==> src/sscl_cfg.svh <==
// constants for the serial switch control latch: widths, stages, resets
// assumes it is included by the package and the top module only
`ifndef SSCL_CFG_SVH
`define SSCL_CFG_SVH

// =====================================================================
// sizes
`define SSCL_CHANNELS   32
`define SSCL_LAST_STAGE 31

// =====================================================================
// reset values
`define SSCL_SHIFT_RST  32'h0000_0000
`define SSCL_LATCH_RST  32'h0000_0000
// pin order: clear, strobe_n, shift_clk, serial_in; strobe idles high
`define SSCL_PINS_RST   4'h4

`endif

==> src/sscl_pkg.sv <==
// types shared by the serial switch control latch files
// assumes sscl_cfg.svh sits in the include path
package sscl_pkg;
  `include "sscl_cfg.svh"

  // =====================================================================
  // pin bundle, one bit per controller pin
  typedef struct packed {
    logic clear;
    logic strobe_n;
    logic shift_clk;
    logic serial_in;
  } sscl_pins_t;

  // one bit per switch channel
  typedef logic [`SSCL_CHANNELS-1:0] sscl_word_t;
endpackage

==> src/sscl_skid.sv <==
// two-entry buffer with valid and ready on both sides
// assumes one clock; en low freezes every flip-flop
`timescale 1ns/1ps
module sscl_skid #(
  parameter int WIDTH = 32
) (
  // clock, reset, enable
  input  wire logic             clk_sys_i,
  input  wire logic             rst_n_i,
  input  wire logic             clk_en_i,
  // filling side
  input  wire logic             in_valid_i,
  output logic                  in_ready_o,
  input  wire logic [WIDTH-1:0] in_data_i,
  // draining side
  output logic                  out_valid_o,
  input  wire logic             out_ready_i,
  output logic [WIDTH-1:0]      out_data_o
);
  logic [WIDTH-1:0] skid_data;
  logic             skid_valid;
  logic [WIDTH-1:0] next_out_data;
  logic             next_out_valid;
  logic [WIDTH-1:0] next_skid_data;
  logic             next_skid_valid;

  // ready is a flop: the second entry catches a word sent while stalled
  assign in_ready_o = ~skid_valid;

  // =====================================================================
  // next-value logic
  always_comb begin
    next_out_data   = out_data_o;
    next_out_valid  = out_valid_o;
    next_skid_data  = skid_data;
    next_skid_valid = skid_valid;
    if (!out_valid_o || out_ready_i) begin
      // head is free or leaving: refill from skid first to keep order
      if (skid_valid) begin
        next_out_data   = skid_data;
        next_out_valid  = 1'b1;
        next_skid_valid = 1'b0;
      end else begin
        next_out_data   = in_data_i;
        next_out_valid  = in_valid_i;
      end
    end else if (in_valid_i && !skid_valid) begin
      // head stalled: park the word rather than drop it
      next_skid_data  = in_data_i;
      next_skid_valid = 1'b1;
    end
  end

  // registers
  always_ff @(posedge clk_sys_i or negedge rst_n_i) begin
    if (!rst_n_i) begin
      out_data_o  <= '0;
      out_valid_o <= 1'b0;
      skid_data   <= '0;
      skid_valid  <= 1'b0;
    end else if (clk_en_i) begin
      out_data_o  <= next_out_data;
      out_valid_o <= next_out_valid;
      skid_data   <= next_skid_data;
      skid_valid  <= next_skid_valid;
    end
  end
endmodule

==> src/sscl_top.sv <==
// serial switch control latch: pin sync, shift register, latch, buffer
// assumes the controller pins are asynchronous to clk_sys_i and that
// the shift clock is slow enough for three-flop sampling at 20 MHz
`timescale 1ns/1ps
`include "sscl_cfg.svh"
module sscl_top (
  // clock, reset, enable
  input  wire logic              clk_sys_i,
  input  wire logic              rst_n_i,
  input  wire logic              clk_en_i,
  // controller pins
  input  wire logic              serial_in_i,
  input  wire logic              shift_clk_i,
  input  wire logic              latch_strobe_n_i,
  input  wire logic              force_all_off_i,
  // switch controls and cascade output
  output sscl_pkg::sscl_word_t   channel_terminal_o,
  output logic                   serial_out_o,
  // buffered switch-state updates
  output sscl_pkg::sscl_word_t   state_word_o,
  output logic                   state_valid_o,
  input  wire logic              state_ready_i
);
  import sscl_pkg::*;

  // =====================================================================
  // declarations
  sscl_pins_t pins_raw;
  sscl_pins_t sync_a;
  sscl_pins_t sync_b;
  sscl_pins_t sync_c;
  sscl_pins_t pins_s;
  sscl_pins_t next_pins_s;
  logic       shift_rise;
  sscl_word_t shift_stage_bits;
  sscl_word_t next_shift;
  logic       next_serial_out;
  sscl_word_t latch_bits;
  sscl_word_t next_latch;
  logic       push_pend;
  logic       next_push_pend;
  logic       buf_ready;

  // shift one bit in at stage 0, stage 31 falls out
  function automatic sscl_word_t shift_in(input sscl_word_t w,
                                          input logic       b);
    shift_in = {w[`SSCL_LAST_STAGE-1:0], b};
  endfunction

  assign pins_raw = '{clear: force_all_off_i, strobe_n: latch_strobe_n_i,
                      shift_clk: shift_clk_i, serial_in: serial_in_i};

  // =====================================================================
  // pin synchroniser: three flops, take a change once b and c agree
  always_comb begin
    next_pins_s = pins_s;
    for (int i = 0; i < $bits(sscl_pins_t); i++) begin
      if (sync_b[i] == sync_c[i]) begin
        next_pins_s[i] = sync_c[i];
      end
    end
  end

  // sync_a is read only by sync_b, to keep metastability contained
  always_ff @(posedge clk_sys_i or negedge rst_n_i) begin
    if (!rst_n_i) begin
      sync_a <= `SSCL_PINS_RST;
      sync_b <= `SSCL_PINS_RST;
      sync_c <= `SSCL_PINS_RST;
      pins_s <= `SSCL_PINS_RST;
    end else if (clk_en_i) begin
      sync_a <= pins_raw;
      sync_b <= sync_a;
      sync_c <= sync_b;
      pins_s <= next_pins_s;
    end
  end

  // rising edge of the filtered shift clock
  assign shift_rise = next_pins_s.shift_clk & ~pins_s.shift_clk;

  // =====================================================================
  // shift register and cascade output
  always_comb begin
    next_shift = shift_stage_bits;
    if (shift_rise) begin
      next_shift = shift_in(shift_stage_bits, next_pins_s.serial_in);
    end
    // cascade bit taken from the same next value, so it never lags
    next_serial_out = next_shift[`SSCL_LAST_STAGE];
  end

  always_ff @(posedge clk_sys_i or negedge rst_n_i) begin
    if (!rst_n_i) begin
      shift_stage_bits <= `SSCL_SHIFT_RST;
      serial_out_o     <= 1'b0;
    end else if (clk_en_i) begin
      shift_stage_bits <= next_shift;
      serial_out_o     <= next_serial_out;
    end
  end

  // =====================================================================
  // latch: clear first, then transparent while strobe low, else hold
  always_comb begin
    next_latch = latch_bits;
    if (next_pins_s.clear) begin
      next_latch = `SSCL_LATCH_RST;
    end else if (!next_pins_s.strobe_n) begin
      // last value seen while low is what the strobe rise keeps
      next_latch = next_shift;
    end
  end

  // channel n driven only by latch bit n, one means on
  assign channel_terminal_o = latch_bits;

  always_ff @(posedge clk_sys_i or negedge rst_n_i) begin
    if (!rst_n_i) begin
      latch_bits <= `SSCL_LATCH_RST;
    end else if (clk_en_i) begin
      latch_bits <= next_latch;
    end
  end

  // =====================================================================
  // update feed: a changed switch word is queued; while the buffer is
  // full the latest word waits here, older changes are merged away
  always_comb begin
    next_push_pend = push_pend & ~buf_ready;
    if (next_latch != latch_bits) begin
      next_push_pend = 1'b1;
    end
  end

  always_ff @(posedge clk_sys_i or negedge rst_n_i) begin
    if (!rst_n_i) begin
      push_pend <= 1'b0;
    end else if (clk_en_i) begin
      push_pend <= next_push_pend;
    end
  end

  sscl_skid #(
    .WIDTH (`SSCL_CHANNELS)
  ) u_skid (
    .clk_sys_i   (clk_sys_i),
    .rst_n_i     (rst_n_i),
    .clk_en_i    (clk_en_i),
    .in_valid_i  (push_pend),
    .in_ready_o  (buf_ready),
    .in_data_i   (latch_bits),
    .out_valid_o (state_valid_o),
    .out_ready_i (state_ready_i),
    .out_data_o  (state_word_o)
  );
endmodule

==> config.mk <==
export PLATFORM = sky130hd
export DESIGN_NAME = sscl_top
export DESIGN_NICKNAME = d
export VERILOG_FILES = /design/src/sscl_pkg.sv /design/src/sscl_skid.sv /design/src/sscl_top.sv
export VERILOG_INCLUDE_DIRS = /design/src
export SDC_FILE = /design/constraint.sdc
export NUM_CORES = 1
export LEC_CHECK = 0
export BUFFER_PORTS_ARGS = -buffer_cell sky130_fd_sc_hd__buf_2
export CORE_UTILIZATION = 53
export CTS_CLUSTER_SIZE = 20
export DETAILED_ROUTE_END_ITERATION = 12
export GPL_ROUTABILITY_DRIVEN = 0
export PLACE_DENSITY = 0.73
export SYNTH_ARGS = -nofsm -noshare
export SYNTH_HDL_FRONTEND = slang
export SYNTH_HIERARCHICAL = 1
export SYNTH_SLANG_ARGS = --single-unit
==> constraint.sdc <==
create_clock -name clk_sys_i -period 2.4 [get_ports clk_sys_i]
set_input_delay 0.48 -clock clk_sys_i [delete_from_list [all_inputs] [get_ports clk_sys_i]]
set_output_delay 0.48 -clock clk_sys_i [all_outputs]
set_load 0.01 [all_outputs]
* After elaboration in Yosys (flattened, before gate mapping)
Index checks and enable logic that the tools add are counted. Widths: inputs -> output; s select.
Cells by class: reduce and logical (&&, ||, !) cells 8, eq/ne operators 5, mux-type cells 12, bitwise operators 4
Operators by type and width (count):
- $mux 32 | 4
- $ne 32x32->1 | 1
- $mux 1 | 8
- $eq 1x1->1 | 4
- $reduce_and 2->1 | 2
- $reduce_and 3->1 | 1
- $and 1x1->1 | 2
- $logic_not 1->1 | 2
- $not 1->1 | 2
- $reduce_bool 2->1 | 1
- $logic_and 1x1->1 | 1
- $logic_or 1x1->1 | 1
Word-level totals: logic and storage cells 53, register bits after elaboration 148, input bits 8, output and inout bits 66

* Depth between registers and ports, before layout
Gate-level depths: netlist (run 1).
depth after elaboration 8, depth in mapped cells 10, gate-level depth less buffers 7

* By module
Netlist (run 1), hierarchy kept.
By module, submodules not included:
- sscl_top | cells each 354, sequential area each 2031.9 µm², times used 1, area an instance 3922.5 µm²
- sscl_skid | cells each 222, sequential area each 1651.6 µm², times used 1, area an instance 2811.4 µm²

* Worst setup path after synthesis (run 1)
OpenSTA, ideal clock, no wires.
kind register -> register, from register pins_s[1] (netlist bit), to register push_pend, stages on the path, launching flop included 10, data arrival time 1881 ps, setup time 143 ps, period minus slack after synthesis 2024 ps, path buffers 2, path slack 376 ps, data required time 2257 ps, cell sequence dfrtp_1 > and3b_1 > buf_6 > buf_12 > mux2i_2 > o32ai_1 > a221oi_1 > nand3_1 > a221oi_1 > a41oi_1
Between the ends: word-level cells in the longest chain between the ends 7, elaborated cells on any way between the ends 8, classes of those cells eq/ne: 1; mux: 5; bitwise: 2
Ends and longest elaborated chain:
- start, declared | RTL line sscl_top.sv:32 | sscl_pins_t pins_s;
- start signal, assigned | RTL line sscl_top.sv:70 | pins_s <= `SSCL_PINS_RST;
- start signal, assigned | RTL line sscl_top.sv:75 | pins_s <= next_pins_s;
- $mux 1 or $not 1->1 (tied branches) | RTL line sscl_top.sv:58, sscl_top.sv:80
- $and 1x1->1 (*) | RTL line sscl_top.sv:80 | assign shift_rise = next_pins_s.shift_clk & ~pins_s.shift_clk;
- $mux 32 (*) | RTL line sscl_top.sv:86 | if (shift_rise) begin
- $mux 32 (*) | RTL line sscl_top.sv:109 | end else if (!next_pins_s.strobe_n) begin
- $mux 32 (*) | RTL line sscl_top.sv:107 | if (next_pins_s.clear) begin
- $ne 32x32->1 (*) | RTL line sscl_top.sv:131 | if (next_latch != latch_bits) begin
- $mux 1 (*) | RTL line sscl_top.sv:131
- end signal, assigned | RTL line sscl_top.sv:140 | push_pend <= next_push_pend;
- end, declared | RTL line sscl_top.sv:40 | logic push_pend;
Every way passes the cells marked *; elsewhere a longest branch is shown, timed or not. A chain may end at the register's enable or synchronous reset.

* Final worst setup path (run 1)
Same ends and word-level chain as after synthesis.

==> results of run 1 <==
power breakdown:
group          leakage (uW)  switching, uW  total (uW)  internal, uW
clock network      0.000285            961        2620          1660
logic               0.00165           1200        2230          1030
registers           0.00190            599        3580          2980
total               0.00383           2760        8430          5670
cells in the mapped netlist, drive strengths merged (3+ instances only):
master / n
nor3: 4
o22ai: 6
nor2: 15
or3: 3
dfrtp: 143
clkbuf: 18
a221oi: 5
o21ai: 34
nand3: 3
dfstp: 4
a21o: 3
a22oi: 5
mux2: 75
a21oi: 90
nand4: 4
nor4: 9
nand2: 44
nand2b: 4
mux2i: 64
buf: 20
layer usage:
metal / wire length, um / vias to the layer above / track usage (%)
met1: 7290 / 2584 / 37.5
met3: 1200 / 56 / 5.35
met2: 7810 / 254 / 42.1
met4: 622 / 0 / 13.2
met5: 0 / - / 0
li1: - / 2293 / -
cell families after synthesis:
logic type      share of synthesized area, %
simple gates                            6.67
fa+ha+maj                              0.149
compound gates                          12.9
xor+xnor                               0.130
flops                                   54.7
mux                                     22.1
buf+inv                                 3.31
state kept, by name, indices dropped and copies added, names as in the netlist:
signal and flops:
channel_terminal_o 32, u_skid/out_data_o 32, u_skid/skid_data 32, shift_stage_bits 31, pins_s 4, sync_a 4, sync_b 4, sync_c 4
push_pend 1, serial_out_o 1, u_skid/out_valid_o 1, u_skid/skid_valid 1
placed cells by master (no fill, tap or decap), types with 4 or more instances in the layout:
cell type	instances
nor4_1	8
nand2b_1	4
mux2_2	74
a221oi_1	4
dfstp_2	4
o22ai_1	6
a22oi_1	5
dfrtp_1	142
o21ai_0	32
nand2_1	44
nand4_1	4
clkbuf_1	5
clkbuf_16	18
a21oi_1	90
mux2i_1	62
buf_2	72
buf_4	33
nor2_1	15
through the flow:
stage | worst slack (ns) | cells
global route | -0.0293 | 848
global placement | 0.166 | 812
CTS | 0.0563 | 845
detailed placement | 0.0716 | 812
finish | 0.00598 | 848
floorplan | 0.376 | 576
area by class of cell:
type | instances | area share, %
Multi-Input combinational cell | 390 | 35.4
Tap cell | 168 | 2.62
Clock buffer | 23 | 5.71
Sequential cell | 147 | 45.9
Clock inverter | 9 | 1.62
Timing Repair Buffer | 110 | 8.65
Inverter | 1 | 0.0468
timing repair:
item	in CTS	in global routing
setup endpoints to repair	0	1
resized for setup	0	2
hold buffers	1	0
hold endpoints to repair	41	0
buffers inserted	0	2
worst paths after layout:
check / from / to / slack, ns / depth (start not counted)
setup / recovery: pins_s[1] / push_pend / 0.006 / 8
hold / removal: serial_in_i / sync_a[0] / 0.30 / 2
setup reg to reg: pins_s[1] / push_pend / 0.006 / 8
hold reg to reg: sync_a[1] / sync_b[1] / 0.50 / 1
max in group asynchronous: rst_n_i / u_skid/skid_data[8] / 1.15 / 3
min in group asynchronous: rst_n_i / u_skid/out_data_o[22] / 0.56 / 2
==> metrics.yaml, run 1 <==
grt_pass1_wl_um: 27000
crit_required_ns: 2.68
final_nets: 675
finalCritPeriodShare_pct: 99.8
track_usage_pct: 27.3
synthesis.nets: 584
irDropWorstVdd_mv: 0.576
ys.flop_type: "dfrtp_1"
cp_top_family: "compound AO/OA/AOI/OAI gates"
grt-ovfl-total: 0
cp_max_fo: 11
htree_levels: 4
max_stage_delay_ns: 0.40
cap_violations: 0
tightestPinTransition_ns: 0.466
fmax_ghz: 0.418
hold_ws_ns: 0.295
via_per_inst: 6.12
status: "finished clean"
initial_core_util_pct: 55.1
path_class: "register to register"
numCtsBuffers: 17
num_rows: 40
post_dp_cell_area_mm2: 0.00738
antenna_left: 0
clk_latency_ns: 0.42
synth-edff-count: 0
crit_arrival_ns: 2.67
drt_iter0_drc: 765
cts_buffer_depth: 2
multi_input_area_mm2: 0.00284
dr.pass1.iters: 5
min_period_ns: 2.39
wl_per_cell_um: 19.9
hp-class: "input port to register"
skew_ns: 0.00705
synth_warnings: 6
seqCellArea_mm2: 0.00368
hold_violations: 0
syn2layout_area_growth_pct: 19.2
antenna_cells: 0
drive_above_1_share_pct: 32.6
setup_viol: 0
design_area_mm2: 0.00802
p_leak_uw: 0.00383
dieArea_mm2: 0.0132
yosys.area.top_type: "dfrtp_1"
crit_slowest_cell: "dfrtp_1"
io_pins: 74
grt_antenna_before_repair: 0
synth.area.top_cells: "dfrtp_1, mux2_2, mux2i_1, a21oi_1, nand2_1"
cts_sinks: 147
ys_ff_latch: 147
cts_root_buf: "clkbuf_16"
drc: 0
grt_pass1_vias: 5093
syn-mean-instance-area_um2: 11.7
wl_um: 16900
num-fill-cells: 940
ys_seq_area_share_pct: 54.7
vias: 5187
drv_slew: 0
syn_inst: 576
end_kind: "register"
setup.worst_path.start_class: "register"
die_w_um: 115
postLayoutCoreUtil_pct: 65.7
synth_top_area_share_pct: 53.1
syn_area_mm2: 0.00673
async_reset_ff_share_pct: 100
io_buffers: 73
cp.buffers_inverters: 1
place_hpwl_um: 11800
power_density_mw_per_mm2: 1050
die_h_um: 115
path_clk_slew_ns: 0.06
maxSlewHeadroom_pct: 69.0
total_power_uw: 8430
setup_tns_ns: 0
yosysUniqueCellTypes: 46
coreArea_mm2: 0.0122
cp_cell_sequence: "and3b_2 -> buf_12 -> mux2i_1 -> a22o_1 -> a221oi_1 -> nand4_1 -> o31ai_1 -> a41oi_1"
cts_tree: "built"
grt_max_degree: 57
(Power assumes the default switching activity.)
==> inputs of run 2 (changes only) <==
- PLACE_DENSITY: 0.73 -> 0.76
- clock period: 2.4 -> 2.1 ns (I/O delays scaled with it)
==> metrics.yaml, run 2 (synthesis gave the netlist of run 1 again) <==
reg2reg_from: "pins_s[1]"  # unchanged
met2RoutedLength_um: 9020  # was 7810 um
crit_arrival_ns: 2.63  # was 2.67 ns
num_rows: 40  # unchanged
finalCritPeriodShare_pct: 112  # was 99.8%
post_dp_cell_area_mm2: 0.00764  # was 0.00738 mm2
cts_buffer_depth: 2  # unchanged
rr_worst_depth: 8  # unchanged
via_per_inst: 6.10  # was 6.12
top_layer: "met4"  # unchanged
clk_latency_ns: 0.42  # about the same
setup_slack_ns: -0.246  # was 0.00598 ns
htree_levels: 4  # unchanged
drc: 0  # unchanged
hp-class: "input port to async pin"  # was input port to register
setup.worst_path.start_class: "register"  # unchanged
final_cell_count_no_fill: 889  # was 848
dp_cells: 844  # was 812
cp_max_fo: 4  # was 11
cts_root_buf: "clkbuf_16"  # unchanged
violations: "negative hold slack, negative setup slack"
wl_per_cell_um: 20.9  # was 19.9 um
status: "complete, but fails checks"  # was finished clean
dr.pass1.iters: 8  # was 5
grt_antenna_before_repair: 0  # unchanged
cap_violations: 0  # unchanged
hold_ws_ns: -0.0184  # was 0.295 ns
tightestPinTransition_ns: 0.813  # was 0.466 ns
vias: 5423  # was 5187
drt_iter0_drc: 521  # was 765
cts_tree: "built"  # unchanged
design_area_mm2: 0.00864  # was 0.00802 mm2
dieArea_mm2: 0.0132  # unchanged
path_clk_slew_ns: 0.06  # about the same
postLayoutCoreUtil_pct: 70.7  # was 65.7%
final_nets: 717  # was 675
mostFrequentLayoutCells: "dfrtp_1, a21oi_1, mux2_2"  # unchanged
antenna_cells: 0  # unchanged
grt_pass1_vias: 5398  # was 5093
track_usage_pct: 28.4  # was 27.3%
hold_violations: 7  # was 0
path_class: "register to register"  # unchanged
die_w_um: 115  # unchanged
cts_sinks: 147  # unchanged
grt-ovfl-total: 0  # unchanged
end_kind: "register"  # unchanged
place_hpwl_um: 12000  # was 11800 um
final_common_cell: "dfrtp_1"  # unchanged
crit_required_ns: 2.38  # was 2.68 ns
maxSlewHeadroom_pct: 45.2  # was 69.0%
grt_pass1_wl_um: 27900  # was 27000 um
drv_slew: 0  # unchanged
wl_met1_um: 7440  # was 7290 um
syn2layout_area_growth_pct: 28.3  # was 19.2%
ff2ff_setup_slack_ns: -0.25  # was 0.006 ns
fmax_ghz: 0.426  # was 0.418 GHz
io_pins: 74  # unchanged
io_buffers: 73  # unchanged
met3_length_um: 1440  # was 1200 um
reg2reg_to: "push_pend"  # unchanged
drive_above_1_share_pct: 40.8  # was 32.6%
antenna_left: 0  # unchanged
min_period_ns: 2.35  # was 2.39 ns
grt_max_degree: 65  # was 57
skew_ns: 0.0105  # was 0.00705 ns
dp_slack_ns: -0.0587  # was 0.0716 ns
p_leak_uw: 0.00409  # was 0.00383 uW
irDropWorstVdd_mv: 0.694  # was 0.576 mV
initial_core_util_pct: 55.1  # unchanged
cts_hold_buf: 0  # was 1
numCtsBuffers: 17  # unchanged
wl_um: 18600  # was 16900 um
setup_viol: 1  # was 0
rsz0062_at_grt: "yes"
coreArea_mm2: 0.0122  # unchanged
power_density_mw_per_mm2: 1190  # was 1050 mW/mm2
die_h_um: 115  # unchanged
[run 2: cell count changes in the layout (fill, tap and decap cells not counted), moves of 3 or more]
cell | before | now
a221oi_1 | 4 | 0
a221oi_2 | 1 | 5
buf_4 | 33 | 67
buf_6 | 1 | 6
clkbuf_1 | 5 | 2
mux2i_1 | 62 | 43
mux2i_2 | 2 | 9
mux2i_4 | 0 | 12
o21ai_0 | 32 | 29
o21ai_1 | 1 | 4
[run 2: area by class of cell]
type / instances / area (um2)
Fill cell: 832 / 3570
Multi-Input combinational cell: 390 / 3070
Timing Repair Buffer: 152 / 1090
Sequential cell: 147 / 3680
Inverter: 1 / 3.75
Clock buffer: 22 / 474
Tap cell: 168 / 210
Clock inverter: 9 / 105
[run 2: how the worst max path moves through the flow]
stage / start / endpoint / slack (ns) / cells after the start
after floorplan: pins_s[1] / push_pend / 0.08 / 9
after global placement: pins_s[1] / push_pend / -0.03 / 8
after detailed placement: pins_s[1] / push_pend / -0.06 / 9
after CTS: pins_s[1] / push_pend / -0.07 / 9
after global routing: pins_s[1] / push_pend / -0.32 / 10
final: pins_s[1] / push_pend / -0.25 / 8
[run 2: stage by stage]
| stage | TNS [ns] | power, uW |
|---|---|---|
| 2_1_floorplan | 0 | 5590 |
| 3_3_place_gp | -0.0281 | 6710 |
| 3_5_place_dp | -0.0587 | 6840 |
| 4_1_cts | -0.0706 | 9960 |
| 5_1_grt | -0.316 | 10800 |
| 6_report | -0.246 | 10300 |
[run 2: routing by layer]
metal  vias to the layer above  track usage, %
met5                         -               0
met4                         0            12.8
met3                        67            6.83
met2                       285            46.1
met1                      2688            36.2
li1                       2383               -
[run 2: repair_timing]
action | in CTS | in global routing
resized for setup | 16 | 35
pin swaps | 6 | 11
endpoints found under the setup margin | 1 | 4
hold endpoints to repair | 0 | 0
setup buffers | 4 | 7
cloned | 2 | 1
[run 2: power breakdown]
part           switching [uW]  leakage (uW)  internal (uW)
logic                    1790       0.00191           1600
clock network            1100      0.000286           1830
registers                 579       0.00190           3400
total                    3470       0.00409           6840
[run 2: worst max-delay path, stage by stage (launching register included)]
cell and delay [ns]:
dfrtp_1 0.39, buf_4 0.14, nand3b_1 0.31, mux2i_1 0.29, a22o_1 0.26, a221oi_2 0.23
nand4_1 0.15, o31ai_2 0.29, a41oi_2 0.15
